<file path="src/canfd_chan_regs.vh">
`ifndef CANFD_CHAN_REGS_VH
`define CANFD_CHAN_REGS_VH

// register addresses
`define ADDR_NOMINAL_BIT_TIMING    8'h00
`define ADDR_DATA_PHASE_BIT_TIMING 8'h04
`define ADDR_CHANNEL_CONTROL       8'h08
`define ADDR_CHANNEL_STATUS        8'h0C
`define ADDR_IRQ_STATUS            8'h10
`define ADDR_IRQ_ENABLE            8'h14
`define ADDR_IRQ_CLEAR             8'h18
`define ADDR_ERROR_COUNTERS        8'h1C
`define ADDR_QUEUE_HISTORY_CFG     8'h20

// nominal timing fields
`define NBT_PRESCALER_LSB  0
`define NBT_PRESCALER_MSB  9
`define NBT_JUMP_LSB       10
`define NBT_JUMP_MSB       14
`define NBT_SEG1_LSB       16
`define NBT_SEG1_MSB       22
`define NBT_SEG2_LSB       24
`define NBT_SEG2_MSB       28
`define NBT_RESET          32'h0F0F0003

// data phase timing fields
`define DBT_PRESCALER_LSB  0
`define DBT_PRESCALER_MSB  6
`define DBT_SEG1_LSB       8
`define DBT_SEG1_MSB       11
`define DBT_SEG2_LSB       16
`define DBT_SEG2_MSB       18
`define DBT_JUMP_LSB       24
`define DBT_JUMP_MSB       26
`define DBT_RESET          32'h00030303

// channel control fields
`define CTL_MODE_LSB       0
`define CTL_MODE_MSB       1
`define CTL_FORCE_RETURN   3
`define CTL_RECOV_LSB      4
`define CTL_RECOV_MSB      5
`define CTL_ERR_DISPLAY    6
`define CTL_TEST_ENABLE    7
`define CTL_TEST_LSB       8
`define CTL_TEST_MSB       9
`define CTL_CNT_WRITE      10
`define CTL_RESET          32'h00000001
`define CTL_WRITE_MASK     32'h000007F3

// mode codes
`define MODE_OPERATION     2'h0
`define MODE_RESET         2'h1
`define MODE_HALT          2'h2

// recovery codes
`define REC_STANDARD       2'h0
`define REC_HALT_ENTRY     2'h1
`define REC_HALT_AFTER     2'h2
`define REC_SOFTWARE       2'h3

// test codes
`define TEST_LISTEN_ONLY   2'h1
`define TEST_EXT_LOOP      2'h2
`define TEST_INT_LOOP      2'h3

// irq bits
`define IRQ_BUS_ERROR      0
`define IRQ_WARNING        1
`define IRQ_PASSIVE        2
`define IRQ_BUSOFF         3
`define IRQ_RECOVERED      4
`define IRQ_OVERLOAD       5
`define IRQ_BUS_LOCK       6
`define IRQ_ARB_LOST       7
`define IRQ_COUNT          8

// queue and history config bits
`define QH_QUEUE_MODE      0
`define QH_HISTORY_MODE    1
`define QH_HISTORY_ENTRY   2
`define QH_MASK            32'h00000007

// recovery: 11 recessive bits, 128 times
`define RECOVERY_SEQ       8'h80
`define RECOVERY_BITS      4'hB

// sync quantum plus the one added to each segment
`define BIT_EXTRA_QUANTA   2'h3

`define ZERO32             32'h00000000

`endif

</file>
<file path="src/bit_quantum_timer.v">
`include "canfd_chan_regs.vh"

// quantum and bit tick generator
module bit_quantum_timer #(
    parameter PW = 10,
    parameter S1W = 7,
    parameter S2W = 5
) (
    input  wire           sys_clk,
    input  wire           rstn,
    input  wire           run,
    input  wire [PW-1:0]  prescaler,
    input  wire [S1W-1:0] seg_one,
    input  wire [S2W-1:0] seg_two,
    output reg            quantum_tick,
    output reg            bit_tick
);
    reg [PW-1:0]  pre_cnt_r;
    reg [S1W+1:0] tq_cnt_r;
    wire [S1W+1:0] bit_len;

    // one sync + (seg1+1) + (seg2+1)
    assign bit_len = {2'h0, seg_one} + {{(S1W+2-S2W){1'b0}}, seg_two}
                     + {{S1W{1'b0}}, `BIT_EXTRA_QUANTA};

    always @(posedge sys_clk) begin
        if (!rstn || !run) begin
            pre_cnt_r    <= {PW{1'b0}};
            tq_cnt_r     <= {(S1W+2){1'b0}};
            quantum_tick <= 1'b0;
            bit_tick     <= 1'b0;
        end else begin
            quantum_tick <= 1'b0;
            bit_tick     <= 1'b0;
            if (pre_cnt_r >= prescaler) begin
                pre_cnt_r    <= {PW{1'b0}};
                quantum_tick <= 1'b1;
                if (tq_cnt_r + 1'b1 >= bit_len) begin
                    tq_cnt_r <= {(S1W+2){1'b0}};
                    bit_tick <= 1'b1;
                end else begin
                    tq_cnt_r <= tq_cnt_r + 1'b1;
                end
            end else begin
                pre_cnt_r <= pre_cnt_r + 1'b1;
            end
        end
    end
endmodule

</file>
<file path="src/canfd_channel_config_control.v">
// The register addresses and the plain strobed port were chosen for this implementation.
`include "canfd_chan_regs.vh"

module canfd_channel_config_control (
    input  wire        sys_clk,
    input  wire        rstn,
    input  wire [7:0]  addr,
    input  wire [31:0] wdata,
    input  wire        wr_en,
    input  wire        rd_en,
    output reg  [31:0] rdata,
    input  wire [7:0]  event_in,
    input  wire        bus_idle_bit,
    input  wire        busoff_entry,
    input  wire        queue_sent,
    input  wire        queue_empty,
    input  wire        history_new_entry,
    input  wire        history_three_quarter,
    input  wire        send_from_queue,
    output reg         irq,
    output reg         queue_irq,
    output reg         history_irq,
    output reg         history_record,
    output reg  [1:0]  channel_mode,
    output reg         busoff,
    output reg         listen_only,
    output reg         external_loop,
    output reg         internal_loop,
    output reg         nominal_bit_tick,
    output reg         fast_bit_tick,
    output reg  [1:0]  test_select
);
    reg  [31:0] nominal_bit_timing_r;
    reg  [31:0] data_phase_bit_timing_r;
    reg  [31:0] channel_control_r;
    reg  [31:0] qh_cfg_r;
    reg  [7:0]  irq_status_r;
    reg  [7:0]  irq_status_nxt;
    reg  [7:0]  irq_enable_r;
    reg  [7:0]  tx_err_cnt_r;
    reg  [7:0]  rx_err_cnt_r;
    reg         err_reported_r;
    reg  [7:0]  seq_cnt_r;
    reg  [3:0]  idle_cnt_r;
    reg         recovering_r;
    wire [7:0]  ev;
    wire        wr_ctl;
    wire [1:0]  mode_w;
    wire [1:0]  recov_w;
    wire        nom_q;
    wire        nom_b;
    wire        fast_q;
    wire        fast_b;
    wire        run;
    wire        test_on;
    wire        recover_done;

    assign wr_ctl = wr_en && (addr == `ADDR_CHANNEL_CONTROL);
    assign mode_w = channel_control_r[`CTL_MODE_MSB:`CTL_MODE_LSB];
    assign recov_w = channel_control_r[`CTL_RECOV_MSB:`CTL_RECOV_LSB];
    assign test_on = channel_control_r[`CTL_TEST_ENABLE];
    assign run = (mode_w != `MODE_RESET);

    assign ev = {event_in[7:1],
                 event_in[`IRQ_BUS_ERROR] &&
                 (channel_control_r[`CTL_ERR_DISPLAY] || !err_reported_r)};

    bit_quantum_timer #(.PW(10), .S1W(7), .S2W(5)) u_nominal (
        .sys_clk      (sys_clk),
        .rstn         (rstn),
        .run          (run),
        .prescaler    (nominal_bit_timing_r[`NBT_PRESCALER_MSB:
                                            `NBT_PRESCALER_LSB]),
        .seg_one      (nominal_bit_timing_r[`NBT_SEG1_MSB:`NBT_SEG1_LSB]),
        .seg_two      (nominal_bit_timing_r[`NBT_SEG2_MSB:`NBT_SEG2_LSB]),
        .quantum_tick (nom_q),
        .bit_tick     (nom_b)
    );

    bit_quantum_timer #(.PW(7), .S1W(4), .S2W(3)) u_fast (
        .sys_clk      (sys_clk),
        .rstn         (rstn),
        .run          (run),
        .prescaler    (data_phase_bit_timing_r[`DBT_PRESCALER_MSB:
                                               `DBT_PRESCALER_LSB]),
        .seg_one      (data_phase_bit_timing_r[`DBT_SEG1_MSB:`DBT_SEG1_LSB]),
        .seg_two      (data_phase_bit_timing_r[`DBT_SEG2_MSB:`DBT_SEG2_LSB]),
        .quantum_tick (fast_q),
        .bit_tick     (fast_b)
    );

    // sticky status, set wins over clear
    always @* begin
        irq_status_nxt = irq_status_r;
        if (wr_en && addr == `ADDR_IRQ_CLEAR) begin
            irq_status_nxt = irq_status_r & ~wdata[7:0];
        end
        irq_status_nxt = irq_status_nxt | ev;
    end

    assign recover_done = recovering_r && bus_idle_bit &&
                          idle_cnt_r == `RECOVERY_BITS - 4'h1 &&
                          seq_cnt_r == `RECOVERY_SEQ - 8'h01;

    always @(posedge sys_clk) begin
        if (!rstn) begin
            nominal_bit_timing_r    <= `NBT_RESET;
            data_phase_bit_timing_r <= `DBT_RESET;
            channel_control_r       <= `CTL_RESET;
            qh_cfg_r                <= `ZERO32;
            irq_status_r            <= 8'h00;
            irq_enable_r            <= 8'h00;
            tx_err_cnt_r            <= 8'h00;
            rx_err_cnt_r            <= 8'h00;
            err_reported_r          <= 1'b0;
            seq_cnt_r               <= 8'h00;
            idle_cnt_r              <= 4'h0;
            recovering_r            <= 1'b0;
            busoff                  <= 1'b0;
            rdata                   <= `ZERO32;
            irq                     <= 1'b0;
            queue_irq               <= 1'b0;
            history_irq             <= 1'b0;
            history_record          <= 1'b0;
            channel_mode            <= `MODE_RESET;
            listen_only             <= 1'b0;
            external_loop           <= 1'b0;
            internal_loop           <= 1'b0;
            nominal_bit_tick        <= 1'b0;
            fast_bit_tick           <= 1'b0;
            test_select             <= 2'h0;
        end else begin
            if (wr_en && addr == `ADDR_NOMINAL_BIT_TIMING) begin
                nominal_bit_timing_r <= {
                    3'h0, wdata[`NBT_SEG2_MSB:`NBT_SEG2_LSB],
                    1'b0, wdata[`NBT_SEG1_MSB:`NBT_SEG1_LSB],
                    1'b0, wdata[`NBT_JUMP_MSB:`NBT_JUMP_LSB],
                    wdata[`NBT_PRESCALER_MSB:`NBT_PRESCALER_LSB]};
            end
            if (wr_en && addr == `ADDR_DATA_PHASE_BIT_TIMING) begin
                data_phase_bit_timing_r <= {
                    5'h00, wdata[`DBT_JUMP_MSB:`DBT_JUMP_LSB],
                    5'h00, wdata[`DBT_SEG2_MSB:`DBT_SEG2_LSB],
                    4'h0, wdata[`DBT_SEG1_MSB:`DBT_SEG1_LSB],
                    1'b0, wdata[`DBT_PRESCALER_MSB:`DBT_PRESCALER_LSB]};
            end
            if (wr_ctl) begin
                channel_control_r <= wdata & `CTL_WRITE_MASK;
                if (wdata[`CTL_MODE_MSB:`CTL_MODE_LSB] == 2'h3) begin
                    channel_control_r[`CTL_MODE_MSB:`CTL_MODE_LSB] <=
                        mode_w;
                end
            end
            if (wr_en && addr == `ADDR_QUEUE_HISTORY_CFG) begin
                qh_cfg_r <= wdata & `QH_MASK;
            end
            if (wr_en && addr == `ADDR_IRQ_ENABLE) begin
                irq_enable_r <= wdata[7:0];
            end
            // counters writable only with enable bit
            if (wr_en && addr == `ADDR_ERROR_COUNTERS &&
                channel_control_r[`CTL_CNT_WRITE]) begin
                tx_err_cnt_r <= wdata[7:0];
                rx_err_cnt_r <= wdata[15:8];
            end
            irq_status_r <= irq_status_nxt;
            // first error latch, set wins; freed on a control write or while in reset mode
            if (ev[`IRQ_BUS_ERROR]) begin
                err_reported_r <= 1'b1;
            end else if (wr_ctl || mode_w == `MODE_RESET) begin
                err_reported_r <= 1'b0;
            end
            // bus-off and recovery
            if (busoff_entry && !busoff) begin
                busoff       <= 1'b1;
                recovering_r <= (recov_w != `REC_SOFTWARE);
                seq_cnt_r    <= 8'h00;
                idle_cnt_r   <= 4'h0;
                if (recov_w == `REC_HALT_ENTRY) begin
                    channel_control_r[`CTL_MODE_MSB:`CTL_MODE_LSB] <=
                        `MODE_HALT;
                end
            end else if (wr_ctl && wdata[`CTL_FORCE_RETURN] && busoff) begin
                busoff       <= 1'b0;
                recovering_r <= 1'b0;
            end else if (recovering_r && nom_b) begin
                if (recover_done) begin
                    busoff       <= 1'b0;
                    recovering_r <= 1'b0;
                    if (recov_w == `REC_HALT_AFTER) begin
                        channel_control_r[`CTL_MODE_MSB:`CTL_MODE_LSB] <=
                            `MODE_HALT;
                    end
                end else if (!bus_idle_bit) begin
                    idle_cnt_r <= 4'h0;
                end else if (idle_cnt_r == `RECOVERY_BITS - 4'h1) begin
                    idle_cnt_r <= 4'h0;
                    seq_cnt_r  <= seq_cnt_r + 8'h01;
                end else begin
                    idle_cnt_r <= idle_cnt_r + 4'h1;
                end
            end
            // register read port
            rdata <= `ZERO32;
            if (rd_en) begin
                case (addr)
                    `ADDR_NOMINAL_BIT_TIMING:
                        rdata <= nominal_bit_timing_r;
                    `ADDR_DATA_PHASE_BIT_TIMING:
                        rdata <= data_phase_bit_timing_r;
                    `ADDR_CHANNEL_CONTROL:
                        rdata <= channel_control_r;
                    `ADDR_CHANNEL_STATUS:
                        rdata <= {28'h0000000, recovering_r, busoff, mode_w};
                    `ADDR_IRQ_STATUS:
                        rdata <= {24'h000000, irq_status_r};
                    `ADDR_IRQ_ENABLE:
                        rdata <= {24'h000000, irq_enable_r};
                    `ADDR_ERROR_COUNTERS:
                        rdata <= {16'h0000, rx_err_cnt_r, tx_err_cnt_r};
                    `ADDR_QUEUE_HISTORY_CFG:
                        rdata <= qh_cfg_r;
                    default:
                        rdata <= `ZERO32;
                endcase
            end
            irq <= |(irq_status_r & irq_enable_r);
            // queue irq on each send, or when empty if the queue mode bit is set
            queue_irq <= qh_cfg_r[`QH_QUEUE_MODE] ?
                         queue_empty : queue_sent;
            history_irq <= qh_cfg_r[`QH_HISTORY_MODE] ?
                           history_three_quarter :
                           history_new_entry;
            history_record <= history_new_entry &&
                              (!qh_cfg_r[`QH_HISTORY_ENTRY] ||
                               send_from_queue);
            channel_mode <= mode_w;
            test_select  <= test_on ?
                channel_control_r[`CTL_TEST_MSB:`CTL_TEST_LSB] : 2'h0;
            // test modes only take effect in halt
            listen_only   <= test_on && mode_w == `MODE_HALT &&
                channel_control_r[`CTL_TEST_MSB:`CTL_TEST_LSB] ==
                `TEST_LISTEN_ONLY;
            external_loop <= test_on && mode_w == `MODE_HALT &&
                channel_control_r[`CTL_TEST_MSB:`CTL_TEST_LSB] ==
                `TEST_EXT_LOOP;
            internal_loop <= test_on && mode_w == `MODE_HALT &&
                channel_control_r[`CTL_TEST_MSB:`CTL_TEST_LSB] ==
                `TEST_INT_LOOP;
            nominal_bit_tick <= nom_b;
            fast_bit_tick    <= fast_b;
        end
    end
endmodule

</file>
<file path="config.mk">
export PLATFORM = sky130hd
export DESIGN_NAME = canfd_channel_config_control
export DESIGN_NICKNAME = d
export VERILOG_FILES = /design/src/bit_quantum_timer.v /design/src/canfd_channel_config_control.v
export VERILOG_INCLUDE_DIRS = /design/src
export SDC_FILE = /design/constraint.sdc
export NUM_CORES = 1
export LEC_CHECK = 0
export ABC_CLOCK_PERIOD_IN_PS = 8210
export BUFFER_PORTS_ARGS = -buffer_cell sky130_fd_sc_hd__buf_2
export CAP_MARGIN = 20
export CORE_ASPECT_RATIO = 1.5
export CORE_MARGIN = 3
export CORE_UTILIZATION = 37
export DETAILED_ROUTE_END_ITERATION = 6
export PLACE_DENSITY_LB_ADDON = 0.3
export REMOVE_ABC_BUFFERS = 1
export SLEW_MARGIN = 20
export SYNTH_ARGS = -nofsm -noshare
export SYNTH_HDL_FRONTEND = slang
export SYNTH_SLANG_ARGS = --single-unit
</file>
<file path="constraint.sdc">
create_clock -name sys_clk -period 8.21 [get_ports sys_clk]
set_input_delay 0.4105 -clock sys_clk [delete_from_list [all_inputs] [get_ports sys_clk]]
set_output_delay 0.4105 -clock sys_clk [all_outputs]
set_load 0.1 [all_outputs]
</file>
==> summary.txt <==
Final layout
  – Layout area overhead: 15.07%
  – Most frequent cells in the layout: 180 x nand2_1, 178 x dfxtp_1, 96 x buf_2, 95 x a21oi_1, 84 x nor2_1
  – Layout cell share with drive strength beyond 1: 0.1400
  – Fin nets: ~1200
  – Most common cell after layout, fill and taps aside: nand2_1
  – Antenna cells: 0

Run
  – Maximum capacitance violations: 0

Critical path
  – Reg2reg path depth: 15
  – CP most frequent cell: a21oi_1
  – Startpoint types: register
  – Crit-path slowest cell: a21oi_1
  – Reg2reg setup slack: roughly 4.5 ns
  – CP cell instances: ha_1 -> inv_1 -> fa_1 -> nand2b_1 -> a21oi_1 -> xor2_1 -> nand3_1 -> o31ai_1 -> a21oi_1 -> ha_1 -> nand2_1 -> o21ai_0 -> a21oi_1 -> a21boi_0 -> o22ai_1
  – Worst r2r src: nominal_bit_timing_r[16]
  – Reg-to-reg endpoint: u_nominal.tq_cnt_r[2]
  – WS Path Type: register to register
  – Crit-path max cell delay: around 0.61 ns
  – Crit path arrival time: a little over 4 ns
  – Worst Setup End Kind: register
  – CP max FO: 11
  – WP data required: around 8.6 ns

Yosys
  – Seq/Total Area, Yosys: 0.4349
  – Post-synth top area share: 0.4349
  – Ys flop type: dfxtp_1
  – Synth Cell Area: slightly above 8000 um^2
  – Synthesis-stage register bit count: around 180
  – Main area contributors after synthesis: dfxtp_1 43%, nand2_1 8.2%, ha_1 7.5%
  – Synth unique cells: 64
  – Synth area leader: dfxtp_1
  – Post-Synthesis Cells: around 960
  – Syn avg cell area: approximately 8.5 um^2
  – EDFF count, synth: 0
  – Async SR Flop Fraction: 0
  – Yosys warnings: 0

Floorplan
  – Top-Level Pins: around 110
  – Initial core utilization: 0.3772
  – Die ar.: about 24000 um^2
  – Core Area: about 22000 um^2
  – FP Rows: 66
  – Die span in y: 188.2 um
  – Die extent in x: approximately 130 um

Timing
  – Final slew viol count: 0
  – Fmax: about 0.27 GHz
  – Fin Clk Skew: a little over 0.01 ns
  – Final Hold Viols: 0
  – Final Cycle Share: 0.4497
  – # setup viols final: 0
  – Worst slew margin: 0.2694
  – Final TNS setup: 0 ns
  – Final WS setup: 4.518 ns
  – RSZ-0062 raised after global routing: false
  – Final min period: 3.692 ns
  – Worst Tran Pin Value: between 1 and 1.5 ns

Placement
  – Port bufs: 96
  – Place WS: 4.481 ns
  – GP Congestion: 0.8889
  – Hpwl dp: ~15000 um

Hold path
  – Worst Hold End: irq_status_r[7]
  – Hold Path Depth: 3
  – Hold Startpoint: event_in[7]
  – Worst Hold Class: input port to register

GRT
  – GRT Residual Overflow: 0
  – Vias in the first global route: just under 7000
  – Gr usage total: 0.1805
  – Largest net degree at the start of global routing: between 70 and 80
  – Antenna violations before repair: 0
  – First-pass GRT wire length: ~35000 um

Power
  – P_leak: between 0.003 and 0.004 uW
  – Worst-case vdd ir drop: 0.1246 mV
  – Power Density: between 150 and 200 nW/um^2

Clock tree
  – CTS Buffer Depth: 2
  – Post-cts resize count: 0
  – Clock Root Buffer: clkbuf_16
  – CTS buffer count: 17
  – Post CTS Setup Buffer Count: 0
  – Worst-Skew Late Latency: about 0.44 ns
  – CTS tree: done
  – CTS Hold Buffers Added: 0
  – Clock sinks: 178
  – Clk pin slew, worst setup/hold paths: approximately 0.08 ns
  – Htree depth: 4

Detailed routing
  – Routed WL: 21210 um
  – Wire per inst: around 16 um
  – ANT nets after route: 0
  – Via count: approximately 7000
  – Detailed Routing Iterations Pass 1: 5
  – Post-route DRC: 0
  – DR vias/cell: approximately 5.2
  – DRT iter0 DRCs: 380

Outcome
  – Outcome: complete, no violations
-- state kept, by name, summed over array words and instances (netlist names), 2 cells and up --
register,cells
rdata,28
nominal_bit_timing_r,27
data_phase_bit_timing_r,17
u_nominal.pre_cnt_r,10
channel_control_r,9
u_nominal.tq_cnt_r,9
irq_enable_r,8
irq_status_r,8
rx_err_cnt_r,8
seq_cnt_r,8
tx_err_cnt_r,8
u_fast.pre_cnt_r,7
u_fast.tq_cnt_r,6
idle_cnt_r,4
qh_cfg_r,3
channel_mode,2
test_select,2
-- synth_stat cells, types with 4 or more instances --
| cell type | number |
|---|---|
| a222oi_1 | 12 |
| dfxtp_1 | 178 |
| a21oi_1 | 95 |
| nand2b_1 | 8 |
| o21a_1 | 4 |
| a21o_1 | 7 |
| and2_1 | 12 |
| a22oi_1 | 21 |
| o21ai_0 | 14 |
| nand2_1 | 180 |
| nor4_1 | 5 |
| o32ai_1 | 4 |
| ha_1 | 49 |
| xor2_1 | 20 |
| or3_1 | 7 |
| xnor2_1 | 23 |
| nand3_1 | 41 |
| o211ai_1 | 6 |
| o2bb2ai_1 | 9 |
| and3_1 | 9 |
| inv_1 | 40 |
| o21ai_1 | 4 |
| buf_4 | 5 |
| nor3_1 | 14 |
| buf_2 | 14 |
| a31oi_1 | 7 |
| clkbuf_1 | 21 |
| nor2_1 | 84 |
| mux2i_1 | 16 |
-- critical path: cells and delay by family (launching register included) --
family / cells / cell delay [ns]
XOR/XNOR: 1 / 0.27
buffers and inverters: 1 / 0.06
adder cells (fa/ha/maj): 3 / 0.87
flip-flops: 1 / 0.39
AND/OR/NAND/NOR: 3 / 0.43
AO/OA/AOI/OAI: 7 / 1.61
-- stage by stage --
stage	cells	instance area, um^2	total power (uW)	util	hold WS (ns)
floorplan	923	7969	930.1	-	0.4099
global placement	1297	8840	966.2	0.4070	0.4167
detailed placement	1297	8840	966.8	0.4070	0.4189
CTS	1329	9428	1786	0.4341	0.1523
global route	1329	9428	1831	0.4341	0.1677
finish	1329	9428	1768	0.4341	0.1721
-- power by group --
group / leakage [uW] / switching [uW] / total, uW / internal, uW
registers: 0.00144 / 4.52 / 872 / 868
logic: 0.00203 / 55.4 / 74.2 / 18.9
clock network: 0.000285 / 388 / 821 / 434
-- metal layers --
| metal | vias to the layer above | share of wire | global-route usage |
|---|---|---|---|
| met4 | 0 | 0.027 | 0.07349 |
| met5 | - | 0 | 0 |
| li1 | 3486 | - | - |
| met3 | 33 | 0.047 | 0.03261 |
| met2 | 182 | 0.51 | 0.3193 |
| met1 | 3253 | 0.41 | 0.2130 |
-- cell type report --
cell class                 count  area (um^2)
clock buffer                  17        425.4
clock inverter                15        162.7
fill                        2204        12290
inverter                      41        153.9
multi-input combinational    704         4257
sequential                   178         3563
tap                          272        340.3
timing repair buffer         102        525.5
-- logic make-up (layout without fill, tap and decap cells) --
group | count (synthesis) | after routing | synth area share
AND/OR/NAND/NOR | 389 | 389 | 0.2170
AO/OA/AOI/OAI | 199 | 199 | 0.1539
flip-flops | 178 | 178 | 0.4349
buffers and inverters | 86 | 175 | 0.04795
adder cells (fa/ha/maj) | 51 | 51 | 0.07972
XOR/XNOR | 43 | 43 | 0.04597
multiplexers | 16 | 16 | 0.01955
other | 2 | 6 | 0.0009167
-- worst max path at each step --
stage / startpoint / endpoint / slack (ns) / depth (start not counted)
2_1_floorplan: addr[7] / nominal_bit_timing_r[10] / 4.91 / 5
3_3_place_gp: nominal_bit_timing_r[16] / u_nominal.tq_cnt_r[2] / 4.55 / 15
3_5_place_dp: nominal_bit_timing_r[16] / u_nominal.tq_cnt_r[5] / 4.48 / 15
4_1_cts: nominal_bit_timing_r[16] / u_nominal.tq_cnt_r[2] / 4.46 / 15
5_1_grt: nominal_bit_timing_r[16] / u_nominal.tq_cnt_r[5] / 4.07 / 15
6_report: nominal_bit_timing_r[16] / u_nominal.tq_cnt_r[2] / 4.52 / 15
Power figures use the tool's default switching activity.
